[src/logic/pqm_consts.svh]
// Register indices, field positions, reset values and limits of the event monitor
`ifndef PQM_CONSTS_SVH
`define PQM_CONSTS_SVH

// ----------------------------------------
// Register indices on the register port
// ----------------------------------------
`define PQM_IDX_VOLTAGE_PEAK_CAPTURE_CAP   5'h0_0
`define PQM_IDX_CURRENT_PEAK_CAPTURE_CAP   5'h0_1
`define PQM_IDX_V_EXC_THR   5'h0_2
`define PQM_IDX_I_EXC_THR   5'h0_3
`define PQM_IDX_I_TOTAL     5'h0_4
`define PQM_IDX_MISM_THR    5'h0_5
`define PQM_IDX_HALF_CYC    5'h0_6
`define PQM_IDX_MODE        5'h0_7
`define PQM_IDX_STATUS_A    5'h0_8
`define PQM_IDX_STATUS_B    5'h0_9
`define PQM_IDX_ENABLE_B    5'h0_A
`define PQM_IDX_PHASE_STAT  5'h0_B

// ----------------------------------------
// Field positions
// ----------------------------------------
`define PQM_MODE_SEL_LO     2
`define PQM_MODE_SEL_HI     4
`define PQM_PEAK_FLAG_LO    24
`define PQM_STA_DSP_DONE    17
`define PQM_STB_CUR_EXC     17
`define PQM_STB_VOLT_EXC    18
`define PQM_STB_MISMATCH    20
`define PQM_STB_CUR_PEAK    23
`define PQM_STB_VOLT_PEAK   24
`define PQM_PHS_CUR_LO      3
`define PQM_PHS_VOLT_LO     9

// ----------------------------------------
// Reset values and limits
// ----------------------------------------
`define PQM_FULL_SCALE      24'h51_4791
`define PQM_RST_THR         24'h00_0000
`define PQM_RST_MISM_THR    24'h00_0000
`define PQM_RST_HALF_CYC    8'h00
`define PQM_RST_MODE        8'h00
`define PQM_RST_WORD        32'h0000_0000

`endif

[src/logic/pqm_pkg.sv]
// Types shared by the power quality event monitor modules
package pqm_pkg;

   // ----------------------------------------
   // Three signed phase samples, index 0 is phase A
   // ----------------------------------------
   typedef struct packed {
      logic [2:0][23:0] smp;
   } pqm_tri_sample_t;

   // ----------------------------------------
   // Register port request
   // ----------------------------------------
   typedef struct packed {
      logic wr;
      logic rd;
      logic [4:0] idx;
      logic [31:0] wdata;
   } pqm_reg_req_t;

endpackage : pqm_pkg

[src/logic/pqm_monitor.sv]
// Power quality event monitor: peaks, over-level events, neutral mismatch
//
// Overview of operation
// Capture largest absolute sample per window, low 24
// Window length counted in zero-crossing half cycles
// Mode bits 4..2 select phases A, B, C
// Every selected phase's crossing counts toward window
// One phase flag in bits 26..24 per peak
// Peak updated at window end, held meanwhile
// Window end sets status bits 23, 24
// Write one clears status; interrupt released when none
// Half-cycle count write restarts crossing counter, only while a phase is selected in mode bits 4..2
// Overvoltage sets bit 18 and phase bit
// Clearing bit 18 clears voltage phase bits
// Overcurrent sets bit 17, phase bits 5..3
// Over-level interrupts gated by enable 18, 17
// Full-scale threshold never trips; zero always trips
// Excess thresholds read with eight zero MSBs
// Sum three phase currents per sample, 28 bits
// Done flag bit 17 marks fresh sum
// Mismatch bit 20 when difference exceeds threshold
// Enable 20 gates mismatch interrupt; one clears
// Mismatch threshold signed, resets zero, nonpositive trips
// Sum, mismatch threshold read with four zero MSBs
// Host reads phase info before clearing flag
// Host loads positive mismatch threshold after reset
// Negative-to-positive crossings are timing references
// Comparisons once per sample on absolute values
`include "pqm_consts.svh"

module pqm_monitor #(
   parameter int CNT_W = 8 // Width of the half-cycle count
) (
   input wire logic clk_sys, // System clock, 100 MHz
   input wire logic rst_b, // Asynchronous reset, active low
   input wire logic clkEn, // Clock enable, freezes state when low
   input wire logic sampleStb, // One pulse per DSP sample set
   input wire pqm_pkg::pqm_tri_sample_t voltSamples, // Signed phase voltages
   input wire pqm_pkg::pqm_tri_sample_t curSamples, // Signed phase currents
   input wire logic [23:0] neutralSample, // Signed neutral current
   input wire logic [2:0] zeroCross, // Rising zero-crossing pulses, A..C
   input wire pqm_pkg::pqm_reg_req_t regReq, // Register access request
   output logic [31:0] regRdData, // Read data, valid with regRdValid
   output logic regRdValid, // Read answer pulse
   output logic event_irq_b_n // Event interrupt, active low
);

   // ----------------------------------------
   // Registers
   // ----------------------------------------
   logic [23:0] voltage_excess_threshold_reg;
   logic [23:0] current_excess_threshold_reg;
   logic [23:0] sum_mismatch_threshold_reg;
   logic [CNT_W-1:0] peak_half_cycle_count_reg;
   logic [7:0] measurement_mode_reg;
   logic [27:0] phase_current_total_reg;
   logic [31:0] event_status_a_reg;
   logic [31:0] event_status_b_reg;
   logic [31:0] event_enable_b_reg;
   logic [31:0] phase_event_status_reg;
   logic [CNT_W-1:0] crossCount_reg;
   logic [31:0] voltage_peak_capture;
   logic [31:0] current_peak_capture;

   // ----------------------------------------
   // Register port decode
   // ----------------------------------------
   wire wrEn = regReq.wr;
   wire [4:0] idx = regReq.idx;
   wire [31:0] wd = regReq.wdata;
   wire wrVThr = wrEn && (idx == `PQM_IDX_V_EXC_THR);
   wire wrIThr = wrEn && (idx == `PQM_IDX_I_EXC_THR);
   wire wrMThr = wrEn && (idx == `PQM_IDX_MISM_THR);
   wire wrCyc = wrEn && (idx == `PQM_IDX_HALF_CYC);
   wire wrMode = wrEn && (idx == `PQM_IDX_MODE);
   wire wrStA = wrEn && (idx == `PQM_IDX_STATUS_A);
   wire wrStB = wrEn && (idx == `PQM_IDX_STATUS_B);
   wire wrEnB = wrEn && (idx == `PQM_IDX_ENABLE_B);
   wire [31:0] clrA = wrStA ? wd : 32'h0000_0000;
   wire [31:0] clrB = wrStB ? wd : 32'h0000_0000;

   wire [2:0] peak_phase_select = measurement_mode_reg[`PQM_MODE_SEL_HI:`PQM_MODE_SEL_LO];

   // ----------------------------------------
   // Zero-crossing window counter
   // ----------------------------------------
   // Only rising crossings arrive here; several phases may cross at once
   wire [2:0] selCross = zeroCross & peak_phase_select;
   wire [1:0] crossInc = 2'(selCross[0]) + 2'(selCross[1]) + 2'(selCross[2]);
   wire [CNT_W:0] crossSum = {1'b0, crossCount_reg} + (CNT_W+1)'(crossInc);
   // A zero count never closes a window
   wire windowEnd = (peak_half_cycle_count_reg != '0) && (crossInc != 2'b00)
                    && (crossSum >= {1'b0, peak_half_cycle_count_reg});
   wire cntRestart = wrCyc && (peak_phase_select != 3'b000);

   always_ff @(posedge clk_sys or negedge rst_b) begin
      if (!rst_b) begin
         crossCount_reg <= '0;
      end else if (clkEn) begin
         if (cntRestart) begin
            crossCount_reg <= '0;
         end else if (windowEnd) begin
            crossCount_reg <= '0;
         end else begin
            crossCount_reg <= crossSum[CNT_W-1:0];
         end
      end
   end

   // ----------------------------------------
   // Peak trackers
   // ----------------------------------------
   pqm_peak_tracker uVoltPeak (
      .clk_sys(clk_sys),
      .rst_b(rst_b),
      .clkEn(clkEn),
      .samples(voltSamples),
      .sampleStb(sampleStb),
      .phaseSel(peak_phase_select),
      .windowEnd(windowEnd),
      .peakWord(voltage_peak_capture)
   );

   pqm_peak_tracker uCurPeak (
      .clk_sys(clk_sys),
      .rst_b(rst_b),
      .clkEn(clkEn),
      .samples(curSamples),
      .sampleStb(sampleStb),
      .phaseSel(peak_phase_select),
      .windowEnd(windowEnd),
      .peakWord(current_peak_capture)
   );

   // ----------------------------------------
   // Over-level detection
   // ----------------------------------------
   logic [2:0][23:0] vAbs;
   logic [2:0][23:0] iAbs;
   logic [2:0] vOver;
   logic [2:0] iOver;

   // Zero means always on; full scale or above can never be reached
   wire vThrZero = (voltage_excess_threshold_reg == 24'h00_0000);
   wire iThrZero = (current_excess_threshold_reg == 24'h00_0000);
   wire vThrLive = (voltage_excess_threshold_reg < `PQM_FULL_SCALE);
   wire iThrLive = (current_excess_threshold_reg < `PQM_FULL_SCALE);

   genvar g;
   generate
      for (g = 0; g < 3; g++) begin : gOver
         assign vAbs[g] = voltSamples.smp[g][23] ? (~voltSamples.smp[g] + 24'h00_0001)
                                                 : voltSamples.smp[g];
         assign iAbs[g] = curSamples.smp[g][23] ? (~curSamples.smp[g] + 24'h00_0001)
                                                : curSamples.smp[g];
         assign vOver[g] = sampleStb && (vThrZero
                           || (vThrLive && (vAbs[g] > voltage_excess_threshold_reg)));
         assign iOver[g] = sampleStb && (iThrZero
                           || (iThrLive && (iAbs[g] > current_excess_threshold_reg)));
      end
   endgenerate

   // ----------------------------------------
   // Phase current sum and neutral mismatch
   // ----------------------------------------
   wire [27:0] sumNow = 28'({{4{curSamples.smp[0][23]}}, curSamples.smp[0]})
                      + 28'({{4{curSamples.smp[1][23]}}, curSamples.smp[1]})
                      + 28'({{4{curSamples.smp[2][23]}}, curSamples.smp[2]});
   wire [27:0] sumAbs = sumNow[27] ? (~sumNow + 28'h000_0001) : sumNow;
   wire [27:0] neuAbs = neutralSample[23] ? 28'(~neutralSample + 24'h00_0001)
                                          : {4'h0, neutralSample};
   wire [27:0] diffAbs = (sumAbs >= neuAbs) ? (sumAbs - neuAbs) : (neuAbs - sumAbs);
   wire [27:0] mThrExt = {{4{sum_mismatch_threshold_reg[23]}}, sum_mismatch_threshold_reg};
   // A zero or negative threshold trips on every sample
   wire mThrNonPos = sum_mismatch_threshold_reg[23]
                     || (sum_mismatch_threshold_reg == 24'h00_0000);
   wire mismatchNow = sampleStb && (mThrNonPos || (diffAbs > mThrExt));

   always_ff @(posedge clk_sys or negedge rst_b) begin
      if (!rst_b) begin
         phase_current_total_reg <= 28'h000_0000;
      end else if (clkEn && sampleStb) begin
         phase_current_total_reg <= sumNow;
      end
   end

   // ----------------------------------------
   // Status set terms
   // ----------------------------------------
   logic [31:0] setA;
   logic [31:0] setB;
   logic [31:0] setPh;
   logic [31:0] clrPh;

   always_comb begin
      setA = 32'h0000_0000;
      setA[`PQM_STA_DSP_DONE] = sampleStb;
      setB = 32'h0000_0000;
      setB[`PQM_STB_CUR_EXC] = |iOver;
      setB[`PQM_STB_VOLT_EXC] = |vOver;
      setB[`PQM_STB_MISMATCH] = mismatchNow;
      setB[`PQM_STB_CUR_PEAK] = windowEnd;
      setB[`PQM_STB_VOLT_PEAK] = windowEnd;
      setPh = 32'h0000_0000;
      setPh[`PQM_PHS_CUR_LO +: 3] = iOver;
      setPh[`PQM_PHS_VOLT_LO +: 3] = vOver;
      clrPh = 32'h0000_0000;
      clrPh[`PQM_PHS_CUR_LO +: 3] = {3{clrB[`PQM_STB_CUR_EXC]}};
      clrPh[`PQM_PHS_VOLT_LO +: 3] = {3{clrB[`PQM_STB_VOLT_EXC]}};
   end

   // Set beats clear so an event in the clearing cycle survives
   wire [31:0] statusA_next = (event_status_a_reg & ~clrA) | setA;
   wire [31:0] statusB_next = (event_status_b_reg & ~clrB) | setB;
   wire [31:0] phase_next = (phase_event_status_reg & ~clrPh) | setPh;
   // Enable written in this cycle counts at once, so the pin follows the write edge
   wire [31:0] enableB_next = wrEnB ? wd : event_enable_b_reg;
   wire irqActive = |(statusB_next & enableB_next);

   // ----------------------------------------
   // Register storage
   // ----------------------------------------
   always_ff @(posedge clk_sys or negedge rst_b) begin
      if (!rst_b) begin
         voltage_excess_threshold_reg <= `PQM_RST_THR;
         current_excess_threshold_reg <= `PQM_RST_THR;
         sum_mismatch_threshold_reg <= `PQM_RST_MISM_THR;
         peak_half_cycle_count_reg <= `PQM_RST_HALF_CYC;
         measurement_mode_reg <= `PQM_RST_MODE;
         event_enable_b_reg <= `PQM_RST_WORD;
      end else if (clkEn) begin
         if (wrVThr) voltage_excess_threshold_reg <= wd[23:0];
         if (wrIThr) current_excess_threshold_reg <= wd[23:0];
         if (wrMThr) sum_mismatch_threshold_reg <= wd[23:0];
         if (wrCyc) peak_half_cycle_count_reg <= wd[CNT_W-1:0];
         if (wrMode) measurement_mode_reg <= wd[7:0];
         if (wrEnB) event_enable_b_reg <= wd;
      end
   end

   always_ff @(posedge clk_sys or negedge rst_b) begin
      if (!rst_b) begin
         event_status_a_reg <= `PQM_RST_WORD;
         event_status_b_reg <= `PQM_RST_WORD;
         phase_event_status_reg <= `PQM_RST_WORD;
         event_irq_b_n <= 1'b1;
      end else if (clkEn) begin
         event_status_a_reg <= statusA_next;
         event_status_b_reg <= statusB_next;
         phase_event_status_reg <= phase_next;
         event_irq_b_n <= ~irqActive;
      end
   end

   // ----------------------------------------
   // Read path
   // ----------------------------------------
   logic [31:0] rdMux;

   always_comb begin
      case (idx)
         `PQM_IDX_VOLTAGE_PEAK_CAPTURE_CAP: rdMux = voltage_peak_capture;
         `PQM_IDX_CURRENT_PEAK_CAPTURE_CAP: rdMux = current_peak_capture;
         `PQM_IDX_V_EXC_THR: rdMux = {8'h00, voltage_excess_threshold_reg};
         `PQM_IDX_I_EXC_THR: rdMux = {8'h00, current_excess_threshold_reg};
         `PQM_IDX_I_TOTAL: rdMux = {4'h0, phase_current_total_reg};
         `PQM_IDX_MISM_THR: rdMux = {4'h0, mThrExt};
         `PQM_IDX_HALF_CYC: rdMux = 32'(peak_half_cycle_count_reg);
         `PQM_IDX_MODE: rdMux = {24'h00_0000, measurement_mode_reg};
         `PQM_IDX_STATUS_A: rdMux = event_status_a_reg;
         `PQM_IDX_STATUS_B: rdMux = event_status_b_reg;
         `PQM_IDX_ENABLE_B: rdMux = event_enable_b_reg;
         `PQM_IDX_PHASE_STAT: rdMux = phase_event_status_reg;
         default: rdMux = 32'h0000_0000;
      endcase
   end

   always_ff @(posedge clk_sys or negedge rst_b) begin
      if (!rst_b) begin
         regRdData <= `PQM_RST_WORD;
         regRdValid <= 1'b0;
      end else if (clkEn) begin
         regRdValid <= regReq.rd;
         if (regReq.rd) regRdData <= rdMux;
      end
   end

endmodule // pqm_monitor

[src/logic/pqm_peak_tracker.sv]
// Windowed peak tracker for one channel (three phases)
`include "pqm_consts.svh"

module pqm_peak_tracker (
   input wire logic clk_sys, // System clock
   input wire logic rst_b, // Asynchronous reset, active low
   input wire logic clkEn, // Clock enable
   input wire pqm_pkg::pqm_tri_sample_t samples, // Signed phase samples
   input wire logic sampleStb, // New sample set
   input wire logic [2:0] phaseSel, // Phases taking part
   input wire logic windowEnd, // Last cycle of a window
   output logic [31:0] peakWord // Held peak value and phase flag
);

   logic [2:0][23:0] absVal;
   logic [23:0] runMax_reg;
   logic [2:0] runPhase_reg;
   logic [23:0] candMax;
   logic [2:0] candPhase;

   // ----------------------------------------
   // Absolute values
   // ----------------------------------------
   genvar g;
   generate
      for (g = 0; g < 3; g++) begin : gAbs
         assign absVal[g] = samples.smp[g][23] ? (~samples.smp[g] + 24'h00_0001)
                                               : samples.smp[g];
      end
   endgenerate

   // Largest selected sample so far; one phase named at a time
   always_comb begin
      candMax = runMax_reg;
      candPhase = runPhase_reg;
      for (int p = 0; p < 3; p++) begin
         if (sampleStb && phaseSel[p] && (absVal[p] > candMax)) begin
            candMax = absVal[p];
            candPhase = 3'b001 << p;
         end
      end
   end

   always_ff @(posedge clk_sys or negedge rst_b) begin
      if (!rst_b) begin
         runMax_reg <= 24'h00_0000;
         runPhase_reg <= 3'b000;
         peakWord <= `PQM_RST_WORD;
      end else if (clkEn) begin
         if (windowEnd) begin
            // Held for the whole next window
            peakWord <= {5'h00, candPhase, candMax};
            runMax_reg <= 24'h00_0000;
            runPhase_reg <= 3'b000;
         end else begin
            runMax_reg <= candMax;
            runPhase_reg <= candPhase;
         end
      end
   end

endmodule // pqm_peak_tracker

[config.mk]
export PLATFORM = sky130hd
export DESIGN_NAME = pqm_monitor
export DESIGN_NICKNAME = d
export VERILOG_FILES = /design/src/logic/pqm_pkg.sv /design/src/logic/pqm_monitor.sv /design/src/logic/pqm_peak_tracker.sv
export VERILOG_INCLUDE_DIRS = /design/src /design/src/logic
export SDC_FILE = /design/constraint.sdc
export NUM_CORES = 2
export LEC_CHECK = 0
export BUFFER_PORTS_ARGS = -buffer_cell sky130_fd_sc_hd__buf_2
export CORE_MARGIN = 10
export CORE_UTILIZATION = 44
export DETAILED_ROUTE_END_ITERATION = 6
export GPL_ROUTABILITY_DRIVEN = 0
export GPL_TIMING_DRIVEN = 0
export PLACE_DENSITY = 0.63
export SYNTH_ARGS = -nofsm -noshare
export SYNTH_HDL_FRONTEND = slang
export SYNTH_SLANG_ARGS = --single-unit
[constraint.sdc]
create_clock -name clk_sys -period 14.5 [get_ports clk_sys]
set_input_delay 2.9 -clock clk_sys [delete_from_list [all_inputs] [get_ports clk_sys]]
set_output_delay 2.9 -clock clk_sys [all_outputs]
set_load 0.005 [all_outputs]
==> results.yml <==
outcome:
  outcome: "complete, but fails checks"
  violations: "design-rule violations, max-capacitance violations, negative setup slack"
timing:
  clock_skew_ns: 0.03740
  final_max_slew_viol_count: 0
  setup_viol: 2
  rsz0062_at_grt: "no"
  hold_violations: 0
  min_period_ns: 14.54
  finalSetupTns_ns: -0.07983
  fmax_ghz: 0.06877
  tightest_slew_ns: 1.482
  worst_slack_ns: -0.04193
  slew_headroom: 0.003756
  holdWs_ns: 0.4709
  fin_crit_sh: 1.003
power_and_ir_drop:
  clockPowerShare: 0.203
  p_int_uw: 3160
  power.share.switching: 0.4657
  p_switching_uw: 2754
  p_leak_uw: 0.01688
  seq_power_share: 0.230
  ir_worst_vdd_mv: 0.1041
  combPwrFrac: 0.567
  powerDensity_nw_per_um2: 154.5
floorplanning:
  dieArea_um2: 89130
  pin_count: 248
  start_util: 0.4421
  core.rowCount: 102
  die_y_um: 298.5
  core_um2: 77210
  die-width_um: 298.5
finish:
  multi_input_area_um2: 23410
  fillers: 7554
  seq_area_um2: 9160
  nNetsFinal: 4937
  stdcell_count: 5358
  drive_gt1_frac: 0.1103
  final_common_cell: "ha_1"
  syn_to_final_growth_pct: 12.17
  layout_common_cells: "414 x ha_1, 365 x dfrtp_1, 360 x nand2_1"
critical_path:
  arrival_ns: 15.07
  startpoint_type: "primary input"
  critical_path.slowest_cell: "o31ai_1"
  r2r_end: "uCurPeak.peakWord[21]$_DFFE_PN0P_"
  required_ns: 15.02
  worstSetupEndpointType: "flip-flop"
  r2r_slack_ns: 3.81
  cp_max_fo: 10
  r2r-start: "uCurPeak.runMax_reg[1]$_DFFE_PN0P_"
  crit_path_max_incr_delay_ns: 0.72
  reg2reg_depth: 32
  crit_type: "in2reg"
worst_hold_path:
  min_to: "regRdData[27]$_DFFE_PN0P_"
  hold_class: "reg2reg"
  whs_path_depth: 1
  min_from: "regRdData[27]$_DFFE_PN0P_"
grt:
  grt.total_usage: 0.3108
  grt_overflow: 0
  grt_pass1_wl_mm: 212.2
  grt_max_degree: 121
  antenna_found_initial: 3
  grt_pass1_vias: 32520
cts:
  cts_tree: "yes"
  hold_buffers: 0
  cts_root_buffer: "clkbuf_16"
  numCtsBuffers: 43
  clock_path_buffers: 3
  htreeDepth: 2
  clock_sinks: 366
  path_clk_slew_ns: 0.06
  post_cts_buffers: 0
  clk_latency_ns: 0.61
run:
  maxCapViolations: 2
placed_design:
  place_hpwl_mm: 117.1
  place_ws_ns: -0.8714
  io_buffers: 234
  placed_cells: 5275
routing:
  wl_per_cell_um: 27.09
  num_vias: 34610
  dr.pass1.iters: 7
  ant_nets: 0
  drcViolationCount: 44
  vias_per_cell: 6.459
  drt_iter0_drc: 4535
  routed_wirelength_mm: 145.1
logic_synthesis:
  synth-seq-cells: 366
  netlist_area_um2: 34140
  synth_ff_type: "dfrtp_1"
  synth.area.top_cells: "dfrtp_1 27%, ha_1 15%, o21ai_0 4.7%, xnor2_1 4.6%, nand2_1 4.0%"
  avgSynthCellArea_um2: 8.543
  netlist.area_leader.share: 0.2675
  ys_warn_count: 0
  syn_inst: 3996
  ys_seq_area_frac: 0.2683
  synth_top_area_cell: "dfrtp_1"
  synth_edf_count: 0
  synth_cell_type_count: 86
  synthArstFlopShare: 1.000
-- power by group through the flow --
stage	logic (µW)	clock network, µW	registers (µW)
2_1_floorplan	2310	0	1270
3_3_place_gp	3190	0	1360
3_5_place_dp	3240	0	1360
4_1_cts	3260	1210	1340
5_1_grt	3700	1250	1360
6_report	3350	1200	1360
-- worst max-delay path by stage --
stage             startpoint                                 to  slack (ns)  cells past startpoint
2_1_floorplan  curSamples[5]  uCurPeak.peakWord[20]$_DFFE_PN0P_        3.44                     34
3_5_place_dp   curSamples[5]  uCurPeak.peakWord[20]$_DFFE_PN0P_       -0.87                     35
3_3_place_gp   curSamples[5]  uCurPeak.peakWord[20]$_DFFE_PN0P_       -0.98                     35
6_report       curSamples[0]  uCurPeak.peakWord[21]$_DFFE_PN0P_       -0.04                     38
4_1_cts        curSamples[0]  uCurPeak.peakWord[20]$_DFFE_PN0P_        0.19                     37
5_1_grt        curSamples[0]  uCurPeak.peakWord[20]$_DFFE_PN0P_      0.0003                     37
-- stage by stage --
stage                 util  power, µW  area [µm²]
global route        0.4958       6309       38280
finish              0.4960       5915       38290
detailed placement  0.4758       4600       36740
CTS                 0.4957       5808       38280
floorplan                -       3582       34140
global placement    0.4742       4552       36620
-- cell families after synthesis --
kind of cell | Yosys count | synth area share
xor gates and xnor gates | 239 | 0.06132
AOI/OAI and AO/OA | 1306 | 0.2564
muxes | 142 | 0.04534
and+or+nand+nor | 1071 | 0.1527
buffers and inverters | 427 | 0.04702
other | 2 | 0.0002200
DFF | 366 | 0.2683
adders and majority gates | 443 | 0.1687
-- what timing repair did --
item                       CTS  global route
resized for setup            2             7
cloned                       0             0
setup endpoints to repair    4            27
hold endpoints to repair     0             0
-- cells in the mapped netlist, types with 38 or more instances --
library cell	count
xnor2_1	180
o31ai_1	62
a211oi_1	63
a21oi_1	244
clkbuf_1	182
inv_1	230
a21boi_0	66
nand2b_1	45
nand4_1	101
a22o_1	43
a22oi_1	56
ha_1	414
nand2_1	360
o21ai_0	322
nor4_1	46
xor2_1	59
mux2_2	101
a21o_1	92
nand3_1	57
a221oi_1	46
nor2_1	227
dfrtp_1	365
o211ai_1	38
mux2i_1	41
nor3_1	55
-- metal layers --
| layer | GRT usage | part of all wire |
|---|---|---|
| met1 | 0.4147 | 0.41 |
| met2 | 0.4670 | 0.42 |
| met3 | 0.07490 | 0.11 |
| met4 | 0.1489 | 0.058 |
| met5 | 0 | 0 |
-- layout make-up --
| class | count | share of cell area |
|---|---|---|
| antenna | 4 | 0.0002614 |
| buffer | 195 | 0.01928 |
| clock buffer | 49 | 0.02895 |
| clock inverter | 30 | 0.01108 |
| inverter | 232 | 0.02274 |
| multi-input combinational | 3204 | 0.6112 |
| sequential | 366 | 0.2392 |
| tap | 1040 | 0.03398 |
| timing repair buffer | 238 | 0.03329 |
-- critical path: cells and delay by family --
kind	cells	cell delay, ns
simple gates	7	2.15
xor+xnor	1	0.29
fa+ha+maj	4	1.25
buf+inv	9	3.86
mux	1	0.27
compound gates	16	4.31
Note: power is estimated with default switching activity, not from simulation.
